==> src/logic/ssp_map.svh <==
`ifndef SSP_MAP_SVH
`define SSP_MAP_SVH
// ==========================================================
// register offsets
`define CTRL_ADDR      8'h14
`define STAT_ADDR      8'h94
`define BUF_ADDR       8'h13
`define BAUD_ADDR      8'h93
`define SEQ_ADDR       8'h91
// ==========================================================
// control register fields
`define CTRL_WRITE_COLLISION      7
`define CTRL_OVF       6
`define CTRL_EN        5
`define CTRL_CKP       4
`define CTRL_MODE_HI   3
`define CTRL_MODE_LO   0
// ==========================================================
// status register fields
`define STAT_SMP       7
`define STAT_CKE       6
`define STAT_DA        5
`define STAT_STOP      4
`define STAT_START     3
`define STAT_RW        2
`define STAT_UA        1
`define STAT_BF        0
// ==========================================================
// reset values
`define CTRL_RST       8'h00
`define STAT_RST       8'h00
`define BUF_RST        8'h00
`define BAUD_RST       8'h00
`define SEQ_RST        5'h00
// ==========================================================
// serial clock half periods in system clocks (fosc/4, /16, /64)
`define HALF_DIV4      10'h002
`define HALF_DIV16     10'h008
`define HALF_DIV64     10'h020
`define SCK_EDGES_LAST 4'hf
`endif

==> src/logic/ssp_pkg.sv <==
package ssp_pkg;
  // ==========================================================
  // mode field codes
  typedef enum logic [3:0] {
    MODE_SPI_M_DIV4  = 4'h0,
    MODE_SPI_M_DIV16 = 4'h1,
    MODE_SPI_M_DIV64 = 4'h2,
    MODE_SPI_M_TIMER2_COUNT  = 4'h3,
    MODE_SPI_S_SS    = 4'h4,
    MODE_SPI_S_NOSS  = 4'h5,
    MODE_I2C_S_7     = 4'h6,
    MODE_I2C_S_10    = 4'h7,
    MODE_I2C_M       = 4'h8,
    MODE_RSVD_9      = 4'h9,
    MODE_RSVD_A      = 4'ha,
    MODE_I2C_FW_IDLE = 4'hb,
    MODE_RSVD_C      = 4'hc,
    MODE_RSVD_D      = 4'hd,
    MODE_I2C_FW_7    = 4'he,
    MODE_I2C_FW_10   = 4'hf
  } mode_t;
  // ==========================================================
  // spi master clock sequencer
  typedef enum logic [2:0] {
    SCK_IDLE = 3'b001,
    SCK_RUN  = 3'b010,
    SCK_DONE = 3'b100
  } sck_state_t;
endpackage

==> src/logic/sync_serial_port.sv <==
// How it works
// - spi master clock: fosc/4,/16,/64 or timer2/2
// - spi slave uses pin clock, select optional
// - codes 0110/0111 give 7/10-bit i2c slave
// - i2c master baud is fosc/(4*(baud+1))
// - firmware master codes; four codes reserved
// - enable bit hands pins to port
// - spi clock idles at polarity bit level
// - i2c slave stretches clock while polarity low
// - transmit edge rising when edge differs polarity
// - spi master: sample bit picks end or middle sampling
// - i2c: sample bit controls slew rate
// - i2c: edge bit picks smbus input levels
// - data/address flag tracks last byte kind
// - stop flag, cleared by reset or disable
// - start flag, cleared by reset or disable
// - read/write bit; master: transmit in progress
// - update-address flag in 10-bit slave mode
// - buffer full set on receive, cleared empty
// - i2c transmit keeps buffer full until done
// - write collision on busy buffer write, sticky
// - spi slave overflow drops byte, never master
// - i2c overflow when byte lands on full buffer
//
// The strobed register port was decided locally.
`timescale 1ns/10ps
`include "ssp_map.svh"
module sync_serial_port (
  // clock and reset
  input  wire logic          clk,
  input  wire logic          rst_n,
  // register port
  input  wire logic [7:0]    addr,
  input  wire logic [7:0]    wdata,
  input  wire logic          wr_stb,
  input  wire logic          rd_stb,
  output logic      [7:0]    rdata,
  // events from the shift engine, same clock
  input  wire logic          rx_valid,
  input  wire logic [7:0]    rx_byte,
  input  wire logic          rx_is_data,
  input  wire logic          tx_done,
  input  wire logic          tx_is_data,
  input  wire logic          start_det,
  input  wire logic          stop_det,
  input  wire logic          addr_match,
  input  wire logic          addr_rw,
  input  wire logic          nack_det,
  input  wire logic          ua_req,
  input  wire logic          timer2_tick,
  // serial clock pin and slave select pin
  input  wire logic          sck_i,
  output logic               sck_o,
  output logic               sck_oe,
  input  wire logic          ss_n_i,
  // configuration toward shift engine and pads
  output ssp_pkg::mode_t     mode,
  output logic               pins_to_port,
  output logic               spi_master,
  output logic               spi_slave,
  output logic               i2c_slave,
  output logic               i2c_master,
  output logic               i2c_fw_master,
  output logic               ten_bit_addr,
  output logic               start_stop_irq_en,
  output logic               slave_selected,
  output logic               sck_level,
  output logic               tx_on_rising,
  output logic               sample_at_end,
  output logic               slew_ctrl_en,
  output logic               smbus_levels,
  // transfer handshakes
  output logic               tx_load,
  output logic      [7:0]    tx_byte,
  output logic               sck_edge,
  output logic               i2c_baud_tick
);
  import ssp_pkg::*;

  // ==========================================================
  // mode decoding
  function automatic logic is_spi_m(input logic [3:0] m);
    is_spi_m = (m[3:2] == 2'b00);
  endfunction

  function automatic logic is_spi_s(input logic [3:0] m);
    is_spi_s = (m == MODE_SPI_S_SS) || (m == MODE_SPI_S_NOSS);
  endfunction

  function automatic logic is_i2c_s(input logic [3:0] m);
    is_i2c_s = (m == MODE_I2C_S_7) || (m == MODE_I2C_S_10);
  endfunction

  // reserved codes fall out of every class, so the port stays passive
  function automatic logic is_i2c_m(input logic [3:0] m);
    is_i2c_m = (m == MODE_I2C_M) || (m == MODE_I2C_FW_IDLE) ||
               (m == MODE_I2C_FW_7) || (m == MODE_I2C_FW_10);
  endfunction

  // ==========================================================
  // registers
  logic [7:0]  ctrl_r;
  logic        smp_r;
  logic        cke_r;
  logic        da_r;
  logic        stop_r;
  logic        start_r;
  logic        slv_rw_r;
  logic        ua_r;
  logic        bf_r;
  logic [7:0]  buf_r;
  logic [7:0]  baud_r;
  logic [4:0]  seq_r;
  logic        tx_busy_r;
  logic [1:0]  sck_sync_r;
  logic [1:0]  ss_sync_r;
  sck_state_t  sck_state_r;
  logic [3:0]  edge_cnt_r;
  logic        sck_r;

  logic [3:0]  m;
  logic        en;
  logic        clock_polarity;
  logic        sm;
  logic        ss;
  logic        im;
  logic        is;
  logic        i2c;
  logic        wr_ctrl;
  logic        wr_stat;
  logic        wr_buf;
  logic        wr_baud;
  logic        wr_seq;
  logic        rd_buf;
  logic        collide;
  logic        buf_accept;
  logic        rx_take;
  logic        rx_ovf;
  logic        div_run;
  logic [9:0]  half;
  logic        div_tick;
  logic        run_tick;

  assign m   = ctrl_r[`CTRL_MODE_HI:`CTRL_MODE_LO];
  assign en  = ctrl_r[`CTRL_EN];
  assign clock_polarity = ctrl_r[`CTRL_CKP];
  assign sm  = en && is_spi_m(m);
  assign ss  = en && is_spi_s(m);
  assign is  = en && is_i2c_s(m);
  assign im  = en && is_i2c_m(m);
  assign i2c = is || im;

  assign wr_ctrl = wr_stb && (addr == `CTRL_ADDR);
  assign wr_stat = wr_stb && (addr == `STAT_ADDR);
  assign wr_buf  = wr_stb && (addr == `BUF_ADDR);
  assign wr_baud = wr_stb && (addr == `BAUD_ADDR);
  assign wr_seq  = wr_stb && (addr == `SEQ_ADDR);
  assign rd_buf  = rd_stb && (addr == `BUF_ADDR);

  // master busy or bus sequence running, or previous word still shifting
  assign collide    = tx_busy_r || (im && (seq_r != 5'h00));
  assign buf_accept = wr_buf && !collide;
  assign rx_take    = rx_valid && (sm || ss || i2c);
  assign rx_ovf     = rx_take && bf_r && !sm;

  // ==========================================================
  // control register
  // software may rewrite the mode at any time; a live transfer is not fenced off
  always_ff @(posedge clk or negedge rst_n) begin
    if (!rst_n) begin
      ctrl_r <= `CTRL_RST;
    end else begin
      if (wr_ctrl) begin
        ctrl_r <= wdata;
      end
      if (wr_buf && collide) begin
        ctrl_r[`CTRL_WRITE_COLLISION] <= 1'b1;
      end
      if (rx_ovf) begin
        ctrl_r[`CTRL_OVF] <= 1'b1;
      end
    end
  end

  // ==========================================================
  // status: configuration bits and bus condition flags
  always_ff @(posedge clk or negedge rst_n) begin
    if (!rst_n) begin
      smp_r <= 1'(`STAT_RST >> `STAT_SMP);
      cke_r <= 1'b0;
    end else if (wr_stat) begin
      smp_r <= wdata[`STAT_SMP];
      cke_r <= wdata[`STAT_CKE];
    end
  end

  always_ff @(posedge clk or negedge rst_n) begin
    if (!rst_n) begin
      start_r <= 1'b0;
      stop_r  <= 1'b0;
    end else if (!en) begin
      start_r <= 1'b0;
      stop_r  <= 1'b0;
    end else if (i2c && stop_det) begin
      start_r <= 1'b0;
      stop_r  <= 1'b1;
    end else if (i2c && start_det) begin
      start_r <= 1'b1;
      stop_r  <= 1'b0;
    end
  end

  always_ff @(posedge clk or negedge rst_n) begin
    if (!rst_n) begin
      da_r <= 1'b0;
    end else if (i2c && rx_take) begin
      da_r <= rx_is_data;
    end else if (i2c && tx_done) begin
      da_r <= tx_is_data;
    end
  end

  // slave read/write bit lives from address match to next start, stop or nack
  always_ff @(posedge clk or negedge rst_n) begin
    if (!rst_n) begin
      slv_rw_r <= 1'b0;
    end else if (is && addr_match) begin
      slv_rw_r <= addr_rw;
    end else if (start_det || stop_det || nack_det) begin
      slv_rw_r <= 1'b0;
    end
  end

  always_ff @(posedge clk or negedge rst_n) begin
    if (!rst_n) begin
      ua_r <= 1'b0;
    end else if (is && (m == MODE_I2C_S_10) && ua_req) begin
      ua_r <= 1'b1;
    end else if (wr_baud) begin
      ua_r <= 1'b0;
    end
  end

  // ==========================================================
  // buffer, buffer full and transmit tracking
  always_ff @(posedge clk or negedge rst_n) begin
    if (!rst_n) begin
      buf_r <= `BUF_RST;
    end else if (buf_accept) begin
      buf_r <= wdata;
    end else if (rx_take && !rx_ovf) begin
      buf_r <= rx_byte;
    end
  end

  // a load wins over a read or a transmit end in the same cycle
  always_ff @(posedge clk or negedge rst_n) begin
    if (!rst_n) begin
      bf_r <= 1'b0;
    end else if (!en) begin
      bf_r <= 1'b0;
    end else if ((rx_take && !rx_ovf) || (buf_accept && i2c)) begin
      bf_r <= 1'b1;
    end else if (rd_buf || (i2c && tx_done)) begin
      bf_r <= 1'b0;
    end
  end

  always_ff @(posedge clk or negedge rst_n) begin
    if (!rst_n) begin
      tx_busy_r <= 1'b0;
    end else if (!en) begin
      tx_busy_r <= 1'b0;
    end else if (buf_accept) begin
      tx_busy_r <= 1'b1;
    end else if (tx_done || (sck_state_r == SCK_DONE)) begin
      tx_busy_r <= 1'b0;
    end
  end

  always_ff @(posedge clk or negedge rst_n) begin
    if (!rst_n) begin
      tx_load <= 1'b0;
      tx_byte <= `BUF_RST;
    end else begin
      tx_load <= buf_accept && en;
      if (buf_accept) begin
        tx_byte <= wdata;
      end
    end
  end

  // ==========================================================
  // baud and sequence-enable registers
  always_ff @(posedge clk or negedge rst_n) begin
    if (!rst_n) begin
      baud_r <= `BAUD_RST;
    end else if (wr_baud) begin
      baud_r <= wdata;
    end
  end

  always_ff @(posedge clk or negedge rst_n) begin
    if (!rst_n) begin
      seq_r <= `SEQ_RST;
    end else if (wr_seq) begin
      seq_r <= wdata[4:0];
    end
  end

  // ==========================================================
  // pin synchronisers
  always_ff @(posedge clk or negedge rst_n) begin
    if (!rst_n) begin
      sck_sync_r <= 2'b00;
      ss_sync_r  <= 2'b11;
    end else begin
      sck_sync_r <= {sck_sync_r[0], sck_i};
      ss_sync_r  <= {ss_sync_r[0], ss_n_i};
    end
  end

  // ==========================================================
  // clock dividers: one counter shared by spi and i2c master
  always_comb begin
    case (m)
      MODE_SPI_M_DIV4:  half = `HALF_DIV4;
      MODE_SPI_M_DIV16: half = `HALF_DIV16;
      MODE_SPI_M_DIV64: half = `HALF_DIV64;
      default:          half = {1'b0, baud_r, 1'b0} + 10'h002;
    endcase
  end

  assign div_run  = (sm && (sck_state_r == SCK_RUN)) || (en && (m == MODE_I2C_M));
  assign run_tick = (m == MODE_SPI_M_TIMER2_COUNT) ? timer2_tick : div_tick;

  ssp_tick_div #(
    .W (10)
  ) u_div (
    .clk         (clk),
    .rst_n       (rst_n),
    .run         (div_run),
    .half_period (half),
    .tick        (div_tick)
  );

  always_ff @(posedge clk or negedge rst_n) begin
    if (!rst_n) begin
      i2c_baud_tick <= 1'b0;
    end else begin
      i2c_baud_tick <= en && (m == MODE_I2C_M) && div_tick;
    end
  end

  // ==========================================================
  // spi master serial clock: sixteen edges per byte
  always_ff @(posedge clk or negedge rst_n) begin
    if (!rst_n) begin
      sck_state_r <= SCK_IDLE;
      edge_cnt_r  <= 4'h0;
      sck_r       <= 1'b0;
      sck_edge    <= 1'b0;
    end else begin
      sck_edge <= 1'b0;
      case (sck_state_r)
        SCK_IDLE: begin
          sck_r      <= clock_polarity;
          edge_cnt_r <= 4'h0;
          if (sm && buf_accept) begin
            sck_state_r <= SCK_RUN;
          end
        end
        SCK_RUN: begin
          if (!sm) begin
            sck_state_r <= SCK_IDLE;
          end else if (run_tick) begin
            sck_r      <= ~sck_r;
            sck_edge   <= 1'b1;
            edge_cnt_r <= edge_cnt_r + 4'h1;
            if (edge_cnt_r == `SCK_EDGES_LAST) begin
              sck_state_r <= SCK_DONE;
            end
          end
        end
        SCK_DONE: begin
          sck_state_r <= SCK_IDLE;
        end
        default: begin
          sck_state_r <= SCK_IDLE;
        end
      endcase
    end
  end

  // ==========================================================
  // pin drive and configuration outputs
  always_ff @(posedge clk or negedge rst_n) begin
    if (!rst_n) begin
      sck_o  <= 1'b0;
      sck_oe <= 1'b0;
    end else if (sm) begin
      sck_o  <= sck_r;
      sck_oe <= 1'b1;
    end else if (is && !clock_polarity) begin
      sck_o  <= 1'b0;
      sck_oe <= 1'b1;
    end else begin
      sck_o  <= 1'b0;
      sck_oe <= 1'b0;
    end
  end

  always_ff @(posedge clk or negedge rst_n) begin
    if (!rst_n) begin
      mode              <= MODE_SPI_M_DIV4;
      pins_to_port      <= 1'b0;
      spi_master        <= 1'b0;
      spi_slave         <= 1'b0;
      i2c_slave         <= 1'b0;
      i2c_master        <= 1'b0;
      i2c_fw_master     <= 1'b0;
      ten_bit_addr      <= 1'b0;
      start_stop_irq_en <= 1'b0;
      slave_selected    <= 1'b0;
      sck_level         <= 1'b0;
      tx_on_rising      <= 1'b0;
      sample_at_end     <= 1'b0;
      slew_ctrl_en      <= 1'b0;
      smbus_levels      <= 1'b0;
    end else begin
      mode              <= mode_t'(m);
      pins_to_port      <= en;
      spi_master        <= sm;
      spi_slave         <= ss;
      i2c_slave         <= is;
      i2c_master        <= en && (m == MODE_I2C_M);
      i2c_fw_master     <= im && (m != MODE_I2C_M);
      ten_bit_addr      <= en && ((m == MODE_I2C_S_10) || (m == MODE_I2C_FW_10));
      start_stop_irq_en <= en && (m[3:1] == 3'b111);
      slave_selected    <= ss && ((m == MODE_SPI_S_NOSS) || !ss_sync_r[1]);
      sck_level         <= sck_sync_r[1];
      tx_on_rising      <= cke_r ^ clock_polarity;
      sample_at_end     <= sm && smp_r;
      slew_ctrl_en      <= i2c && !smp_r;
      smbus_levels      <= i2c && cke_r;
    end
  end

  // ==========================================================
  // register read port: data only in the cycle after the strobe
  always_ff @(posedge clk or negedge rst_n) begin
    if (!rst_n) begin
      rdata <= 8'h00;
    end else if (rd_stb) begin
      case (addr)
        `CTRL_ADDR: rdata <= ctrl_r;
        `STAT_ADDR: rdata <= {smp_r, cke_r, da_r, stop_r, start_r,
                              (im ? tx_busy_r : slv_rw_r), ua_r, bf_r};
        `BUF_ADDR:  rdata <= buf_r;
        `BAUD_ADDR: rdata <= baud_r;
        `SEQ_ADDR:  rdata <= {3'h0, seq_r};
        default:    rdata <= 8'h00;
      endcase
    end else begin
      rdata <= 8'h00;
    end
  end
endmodule

==> src/logic/ssp_tick_div.sv <==
`timescale 1ns/10ps
// ==========================================================
// half-period tick generator; restarts whenever run drops
module ssp_tick_div #(
  parameter int W = 10
) (
  // clock and reset
  input  wire logic         clk,
  input  wire logic         rst_n,
  // control
  input  wire logic         run,
  input  wire logic [W-1:0] half_period,
  // result
  output logic              tick
);
  logic [W-1:0] cnt_r;

  always_ff @(posedge clk or negedge rst_n) begin
    if (!rst_n) begin
      cnt_r <= '0;
      tick  <= 1'b0;
    end else if (!run) begin
      cnt_r <= '0;
      tick  <= 1'b0;
    end else if (cnt_r + W'(1) >= half_period) begin
      cnt_r <= '0;
      tick  <= 1'b1;
    end else begin
      cnt_r <= cnt_r + W'(1);
      tick  <= 1'b0;
    end
  end
endmodule

==> config.mk <==
export PLATFORM = sky130hd
export DESIGN_NAME = sync_serial_port
export DESIGN_NICKNAME = d
export VERILOG_FILES = /design/src/logic/ssp_pkg.sv /design/src/logic/sync_serial_port.sv /design/src/logic/ssp_tick_div.sv
export VERILOG_INCLUDE_DIRS = /design/src /design/src/logic
export SDC_FILE = /design/constraint.sdc
export NUM_CORES = 1
export LEC_CHECK = 0
export BUFFER_PORTS_ARGS = -buffer_cell sky130_fd_sc_hd__buf_2
export CAP_MARGIN = 40
export CORE_MARGIN = 2
export CORE_UTILIZATION = 51
export CTS_CLUSTER_SIZE = 16
export DETAILED_ROUTE_END_ITERATION = 8
export PLACE_DENSITY = 0.81
export SLEW_MARGIN = 20
export SYNTH_ARGS = -nofsm -noshare
export SYNTH_HDL_FRONTEND = slang
export SYNTH_SLANG_ARGS = --single-unit
export TNS_END_PERCENT = 1
==> constraint.sdc <==
create_clock -name clk -period 2.75 [get_ports clk]
set_input_delay 0.4125 -clock clk [delete_from_list [all_inputs] [get_ports clk]]
set_output_delay 0.4125 -clock clk [all_outputs]
set_load 0.005 [all_outputs]
* After elaboration in Yosys (flattened, before gate mapping)
Index checks and enable logic that the tools add are counted.
Storage, ports and cells: bits in registers 100, bits of input ports 41, output and inout port bits 39
Cells by class: add/subtract/negate cells 3, magnitude comparators 1, equality and inequality tests 30, mux-type cells 49, bitwise operators 2, reduce and logical (&&, ||, !) cells 73
Operators with widths (number):
- 8-bit case mux with 5 select lines | 1
- 1-bit logical AND | 38
- 1-bit two-way mux | 32
- 8-bit two-way mux | 4
- 10-bit case mux with 3 select lines | 1
- 8-bit == test, second input constant | 3
- 4-bit == test, second input constant | 5
- 10-bit two-way mux | 2
- 1-bit logical OR | 17
- 4-bit by 3-bit == test with 1-bit output, second input constant | 4
- 8-bit by 5-bit == test with 1-bit output, second input constant | 2
- 2-bit nonzero test | 7
- 3-bit two-way mux | 4
- 10-bit by 1-bit adder with 10-bit output, second input constant | 1
- 9-bit by 2-bit adder with 10-bit output, second input constant | 1
- 10-bit >= comparator | 1
- 3-bit by 1-bit inequality test with 1-bit output, second input constant | 3
- 4-bit by 2-bit == test with 1-bit output, second input constant | 2
- 4-bit two-way mux | 2
- 4-bit case mux with 2 select lines | 1
- 3-bit == test, second input constant | 2
- 1-bit logical NOT | 6
- 2-bit inequality test, second input constant | 3
- 3-bit case mux with 2 select lines | 1
- 14 further kinds | 15

* Longest topological paths before layout
depth after elaboration 15, depth in mapped cells 12, gate-level depth less buffers 11

* Modules after synthesis
A second synthesis with hierarchy kept.
Second synthesis, totals: cell total of the unflattened synthesis 428, area, all modules 4755.8 um^2
Modules (own cells, without submodules):
- sync_serial_port | times used 1, cells each 348, area each 3980.1 um^2, sequential area each 2230.9 um^2
- ssp_tick_div | times used 1, cells each 80, area each 775.7 um^2, sequential area each 275.3 um^2

* Worst setup path after synthesis
OpenSTA, ideal clock, no wires.
path type register to register, from reg ctrl_r[2], to reg u_div.cnt_r[2], library setup time 0.079 ns, arrival 2.689 ns, setup slack -0.018 ns, cell stages (with the launch flop) 11, path buffers 2, clock period less this slack 2.768 ns, cells stage by stage dfrtp_1 > clkbuf_1 > or2_2 > clkbuf_1 > a21o_1 > nand2_1 > ha_1 > a211o_1 > a2111oi_0 > o221ai_1 > nor2b_1
Between the ends: cells in the longest elaborated chain, start to end 5, elaborated cells between the ends (all ways) 13, classes of those cells 1 x order compare; 3 x eq/ne; 3 x mux; 6 x reduce/logical
RTL lines:
- start, declared | RTL line sync_serial_port.sv:102 | logic [7:0] ctrl_r;
- start signal, assigned | RTL line sync_serial_port.sv:171 | ctrl_r <= `CTRL_RST;
- start signal, assigned | RTL line sync_serial_port.sv:174 | ctrl_r <= wdata;
- 4-bit by 2-bit == test with 1-bit output, or another cell as far along | RTL line sync_serial_port.sv:326 | case (m)
- 10-bit case mux with 3 select lines or 1-bit logical AND (tied branches) | RTL line sync_serial_port.sv:326, sync_serial_port.sv:147
- 10-bit >= comparator or 1-bit logical AND (tied branches) | RTL line ssp_tick_div.sv:25, sync_serial_port.sv:334
- 10-bit two-way mux or 1-bit logical OR (tied branches) | RTL line ssp_tick_div.sv:25, sync_serial_port.sv:334
- 10-bit two-way mux * | RTL line ssp_tick_div.sv:22 | end else if (!run) begin
- end signal, assigned | RTL line ssp_tick_div.sv:29 | cnt_r <= cnt_r + W'(1);
- end, declared | RTL line ssp_tick_div.sv:16 | logic [W-1:0] cnt_r;
Every way passes the cells marked *; elsewhere a longest branch is shown, timed or not. A chain may end at the register's enable or synchronous reset.

* Final worst setup path
from reg baud_r[0], to reg u_div.cnt_r[2]
Between the ends: cells in the longest elaborated chain, start to end 5
RTL lines:
- start, declared | RTL line sync_serial_port.sv:112 | logic [7:0] baud_r;
- start signal, assigned | RTL line sync_serial_port.sv:297 | baud_r <= `BAUD_RST;
- start signal, assigned | RTL line sync_serial_port.sv:299 | baud_r <= wdata;
- 9-bit by 2-bit adder with 10-bit output | RTL line sync_serial_port.sv:330 | default: half = {1'b0, baud_r, 1'b0} + 10'h002;
- 10-bit case mux with 3 select lines | RTL line sync_serial_port.sv:326
- 10-bit >= comparator | RTL line ssp_tick_div.sv:25 | end else if (cnt_r + W'(1) >= half_period) begin
- 10-bit two-way mux | RTL line ssp_tick_div.sv:25
- 10-bit two-way mux | RTL line ssp_tick_div.sv:22
Every way passes these cells.

==> out/summary.txt <==
POWER
----------------------------------------------------------------------------------
Internal portion of total power                                           2.208 mW
Maximum VDD drop                                                         0.3002 mV
Sequential cell fraction of total power                                      54.5%
Switching Fraction                                                          24.39%
Sw power                                                                 0.7120 mW
Share of total power in the clock network                                    35.8%
Design Power                                                              2.920 mW
Leakage component of the power                                            2.735 nW
Part of the power in combinational logic                                      9.7%
Power Density                                                         530.7 mW/mm2

TIMING
----------------------------------------------------------------------------------
Endpoints failing hold                                                           0
Final Cycle Share                                                           96.74%
Total count of max-transition violations in the final report                     0
Setup clock skew after layout                                             17.87 ps
Accumulated negative setup slack                                              0 ps
Fmax                                                                     375.9 MHz
Number of setup violations in the final report                                   0
Crit path time final                                                       2660 ps
Slew HR                                                                     63.60%
Measured slew at the worst slew-check pin                                 546.1 ps
Worst setup slack after layout                                            89.71 ps
Worst hold slack                                                          23.21 ps

CLOCKING
----------------------------------------------------------------------------------
Clock slew at reported path FFs                                              90 ps
Clock tree from TritonCTS                                                      yes
Root Driver                                                           sky130_fd_sc_hd__clkbuf_8
Maximum root-to-sink buffer count                                                2
Number of hold buffers added after cts                                           0
Insertion delay to the later sink of the worst-skew pair                    370 ps
Number of CTS-inserted buffers                                                   9
Number of levels in the clock H-tree                                             3
Post-CTS setup buffers                                                           0
Sink Count                                                                     100

JOB
----------------------------------------------------------------------------------
MaxCap Viol Count                                                                0

SETUP PATH
----------------------------------------------------------------------------------
Critical path class                                                        reg2reg
Kind of end point of the critical path                                        flop
Longest individual stage delay on the worst path                            390 ps
Worst R2R Path Depth                                                            11
Endpoint of the most critical setup path                              u_div.cnt_r[2]
Endpoint arrival time on the critical path                                 2960 ps
Cell breakdown of the critical path                                   ha_1 -> and3_1 -> nand3_1 -> xnor2_1 -> nand2_1 -> ha_1 -> a211o_1 -> a2111oi_4 -> o221ai_1 -> buf_4 -> nor2b_1
Critical path startpoint                                                 baud_r[0]
Maximum fanout count along the critical path                                    10
Worst flop-to-flop path endpoint                                      u_div.cnt_r[2]
Kind of start point of the critical path                                      flop
Cell seen most often among critical-path stages                       sky130_fd_sc_hd__ha_1
Master of the slowest instance on the critical path                   sky130_fd_sc_hd__dfrtp_1
R2R Path Start                                                           baud_r[0]
Setup slack of the most critical reg-to-reg path                             90 ps
Data required time of the worst path                                       3050 ps

LOGIC SYNTHESIS
----------------------------------------------------------------------------------
FFs w/ async S/R, synth                                                     100.0%
Number of synthesized flops with an enable pin                                   0
Synthesized area                                                      0.004671 mm2
Post-synthesis register bit count                                              100
Number of instances in the synthesized netlist                                 420
Number of unique standard cell types used by synthesis                          54
Sequential cell area fraction in the yosys report                           53.66%
Most used flip-flop cell after synthesis                              sky130_fd_sc_hd__dfrtp_1
Total nets after synthesis                                                     473
Mean instance size in the synthesized netlist                            11.12 um2
Fraction of post-synthesis cell area in the top cell type by area           51.97%
Warnings from Yosys                                                              0
Cell taking the most area after synthesis                             sky130_fd_sc_hd__dfrtp_1
Main area contributors after synthesis                                sky130_fd_sc_hd__dfrtp_1, sky130_fd_sc_hd__mux2_2, sky130_fd_sc_hd__nor2_1

GLOBAL ROUTE
----------------------------------------------------------------------------------
Initial antenna violation count                                                  0
Wire length of the first global-routing pass                              18090 um
Overflow left after global routing                                               0
Global-route usage over all layers                                          23.43%
Vias in the first global route                                                3658
Pin count of the biggest net entering global routing                            60

PLACED DESIGN
----------------------------------------------------------------------------------
HPWL after detailed placement                                              8065 um
Number of port buffers                                                          79
Final RePlAce weighted congestion                                           0.8581
Setup Slack @ Placement                                                  -7.013 ps

MIN PATH
----------------------------------------------------------------------------------
Kind of path behind the tightest hold check                               in2async

DIE
----------------------------------------------------------------------------------
Number of top-level design ports                                                80
Die outline height                                                        99.70 um
Number of placement rows                                                        34
Initial core utilization                                                    53.04%
Die area                                                              0.009940 mm2
Die boundary width                                                        99.70 um
Core outline area                                                     0.008806 mm2

ROUTE
----------------------------------------------------------------------------------
ANT nets after route                                                             0
Detailed-route DRC error count                                                   0
Detailed-routing iteration count for the pre-antenna-repair pass                 6
Final routed wirelength across all metal layers                           11260 um
Number of vias per cell                                                      5.945
Via count                                                                     3704
Initial DRC count                                                              300
Per-cell routed wire length                                               18.08 um

FINAL LAYOUT
----------------------------------------------------------------------------------
Fill cell total of the finished layout                                         689
End-of-flow core utilization                                                62.48%
Final layout net count                                                         563
Fraction of layout cells with a size suffix above 1                         29.71%
Signed area change from the synthesized netlist to the final layout         17.79%
Total inserted antenna cells                                                     0

RUN STATUS
----------------------------------------------------------------------------------
Status                                                                finished, final reports clean

-- final cells by class --
| cell class | instances | area (um2) | area share (%) |
|---|---|---|---|
| inverters | 9 | 33.78 | 0.6141 |
| clock inverters | 5 | 82.58 | 1.501 |
| well taps | 108 | 135.1 | 2.456 |
| clock buffers | 11 | 141.4 | 2.570 |
| repair buffers | 96 | 538.0 | 9.779 |
| flip-flops and latches | 100 | 2506 | 45.55 |
| multi-input cells | 294 | 2064 | 37.53 |
-- flip-flops by register name (all words and copies together), names as in the netlist, 2 cells and up --
register     cells
ss_sync_r        2
ctrl_r           8
baud_r           8
sck_sync_r       2
sck_state_r      3
rdata            8
mode             4
seq_r            5
tx_byte          8
u_div.cnt_r     10
edge_cnt_r       4
buf_r            8
-- synth_stat cells (2+ instances only) --
cell and count:
sky130_fd_sc_hd__a21oi_1 19, sky130_fd_sc_hd__clkbuf_1 12, sky130_fd_sc_hd__mux2_2 35, sky130_fd_sc_hd__inv_1 9
sky130_fd_sc_hd__o21a_1 3, sky130_fd_sc_hd__or3_1 3, sky130_fd_sc_hd__nand3_1 10, sky130_fd_sc_hd__nor3b_1 2
sky130_fd_sc_hd__mux2i_1 16, sky130_fd_sc_hd__a211o_1 3, sky130_fd_sc_hd__o22ai_1 2, sky130_fd_sc_hd__and2_1 4
sky130_fd_sc_hd__ha_1 12, sky130_fd_sc_hd__nor2b_1 12, sky130_fd_sc_hd__a21o_1 2, sky130_fd_sc_hd__o31ai_1 2
sky130_fd_sc_hd__o2bb2ai_1 5, sky130_fd_sc_hd__buf_6 3, sky130_fd_sc_hd__and3_1 6, sky130_fd_sc_hd__nand2b_1 4
sky130_fd_sc_hd__nand2_1 31, sky130_fd_sc_hd__a222oi_1 7, sky130_fd_sc_hd__o21ai_0 16, sky130_fd_sc_hd__nor4b_1 2
sky130_fd_sc_hd__dfstp_2 3, sky130_fd_sc_hd__nor2_1 44, sky130_fd_sc_hd__nor3_1 10, sky130_fd_sc_hd__xor2_1 7
sky130_fd_sc_hd__xnor2_1 10, sky130_fd_sc_hd__nand4_1 6, sky130_fd_sc_hd__dfrtp_1 97
-- power groups by stage --
stage	sequential (mW)	combinational (mW)	clock, mW
2_1_floorplan	1.60	0.143	0
3_3_place_gp	1.61	0.260	0
3_5_place_dp	1.62	0.273	0
4_1_cts	1.59	0.277	1.07
5_1_grt	1.60	0.310	1.13
6_report	1.59	0.284	1.05
-- logic make-up (layout without fill, tap and decap cells) --
| family | Yosys count | in the layout | share of synthesized area (%) |
|---|---|---|---|
| AOI/OAI and AO/OA | 69 | 69 | 9.858 |
| xor gates and xnor gates | 17 | 17 | 3.188 |
| adders and majority gates | 12 | 12 | 3.214 |
| buffers and inverters | 26 | 121 | 2.598 |
| DFF | 100 | 100 | 53.66 |
| muxes | 51 | 51 | 11.87 |
| and+or+nand+nor | 145 | 145 | 15.62 |
-- repair_timing --
item,4_1_cts,5_1_grt
resized for setup,1,3
pin swaps,0,2
cloned,0,0
endpoints found under the setup margin,9,10
-- critical path, delay by kind of cell (launching register included) --
kind                     cells  cell delay [ps]
AO/OA/AOI/OAI                3              820
AND/OR/NAND/NOR              4              540
buffers and inverters        1              200
flip-flops                   1              390
XOR/XNOR                     1              120
adder cells (fa/ha/maj)      2              550
-- through the flow --
stage	area [um2]	cells
after floorplan	4671	420
after global placement	5256	607
after detailed placement	5256	607
after CTS	5482	623
after global routing	5502	623
final	5502	623
-- worst min path at each step --
| stage | from | endpoint | slack [ps] | depth (start not counted) |
|---|---|---|---|---|
| 2_1_floorplan | rst_n | baud_r[0] | 120 | 0 |
| 3_3_place_gp | sck_sync_r[0] | sck_sync_r[1] | 340 | 0 |
| 3_5_place_dp | sck_sync_r[1] | sck_level | 340 | 0 |
| 4_1_cts | rst_n | sck_sync_r[0] | 30 | 1 |
| 5_1_grt | rst_n | sck_sync_r[0] | 40 | 1 |
| 6_report | rst_n | sck_sync_r[0] | 20 | 1 |
-- cell usage in the layout, fill, tap and decap left out, drive strengths merged, types with 3 or more instances in the layout --
master	Yosys	routed
inv	9	10
o2bb2ai	5	5
clkbuf	12	11
ha	12	12
nand2b	4	4
o21ai	17	17
or3	3	3
mux2i	16	16
a222oi	7	7
and2	4	4
a21oi	19	19
xnor2	10	10
dfstp	3	3
o21a	3	3
nand3	10	10
nand4	6	6
nor3	10	10
nor2	44	44
xor2	7	7
dfrtp	97	97
nor2b	12	12
buf	5	96
and3	6	6
nand2	31	31
mux2	35	35
a211o	3	3
-- routing by layer --
layer	vias to the layer above	part of all wire, %	track usage (%)
met2	176	49	37.32
met4	0	1.6	7.692
met3	16	6.9	5.692
met1	1834	42	31.78
met5	-	0	0
li1	1678	-	-
Note: power is estimated with default switching activity, not from simulation.
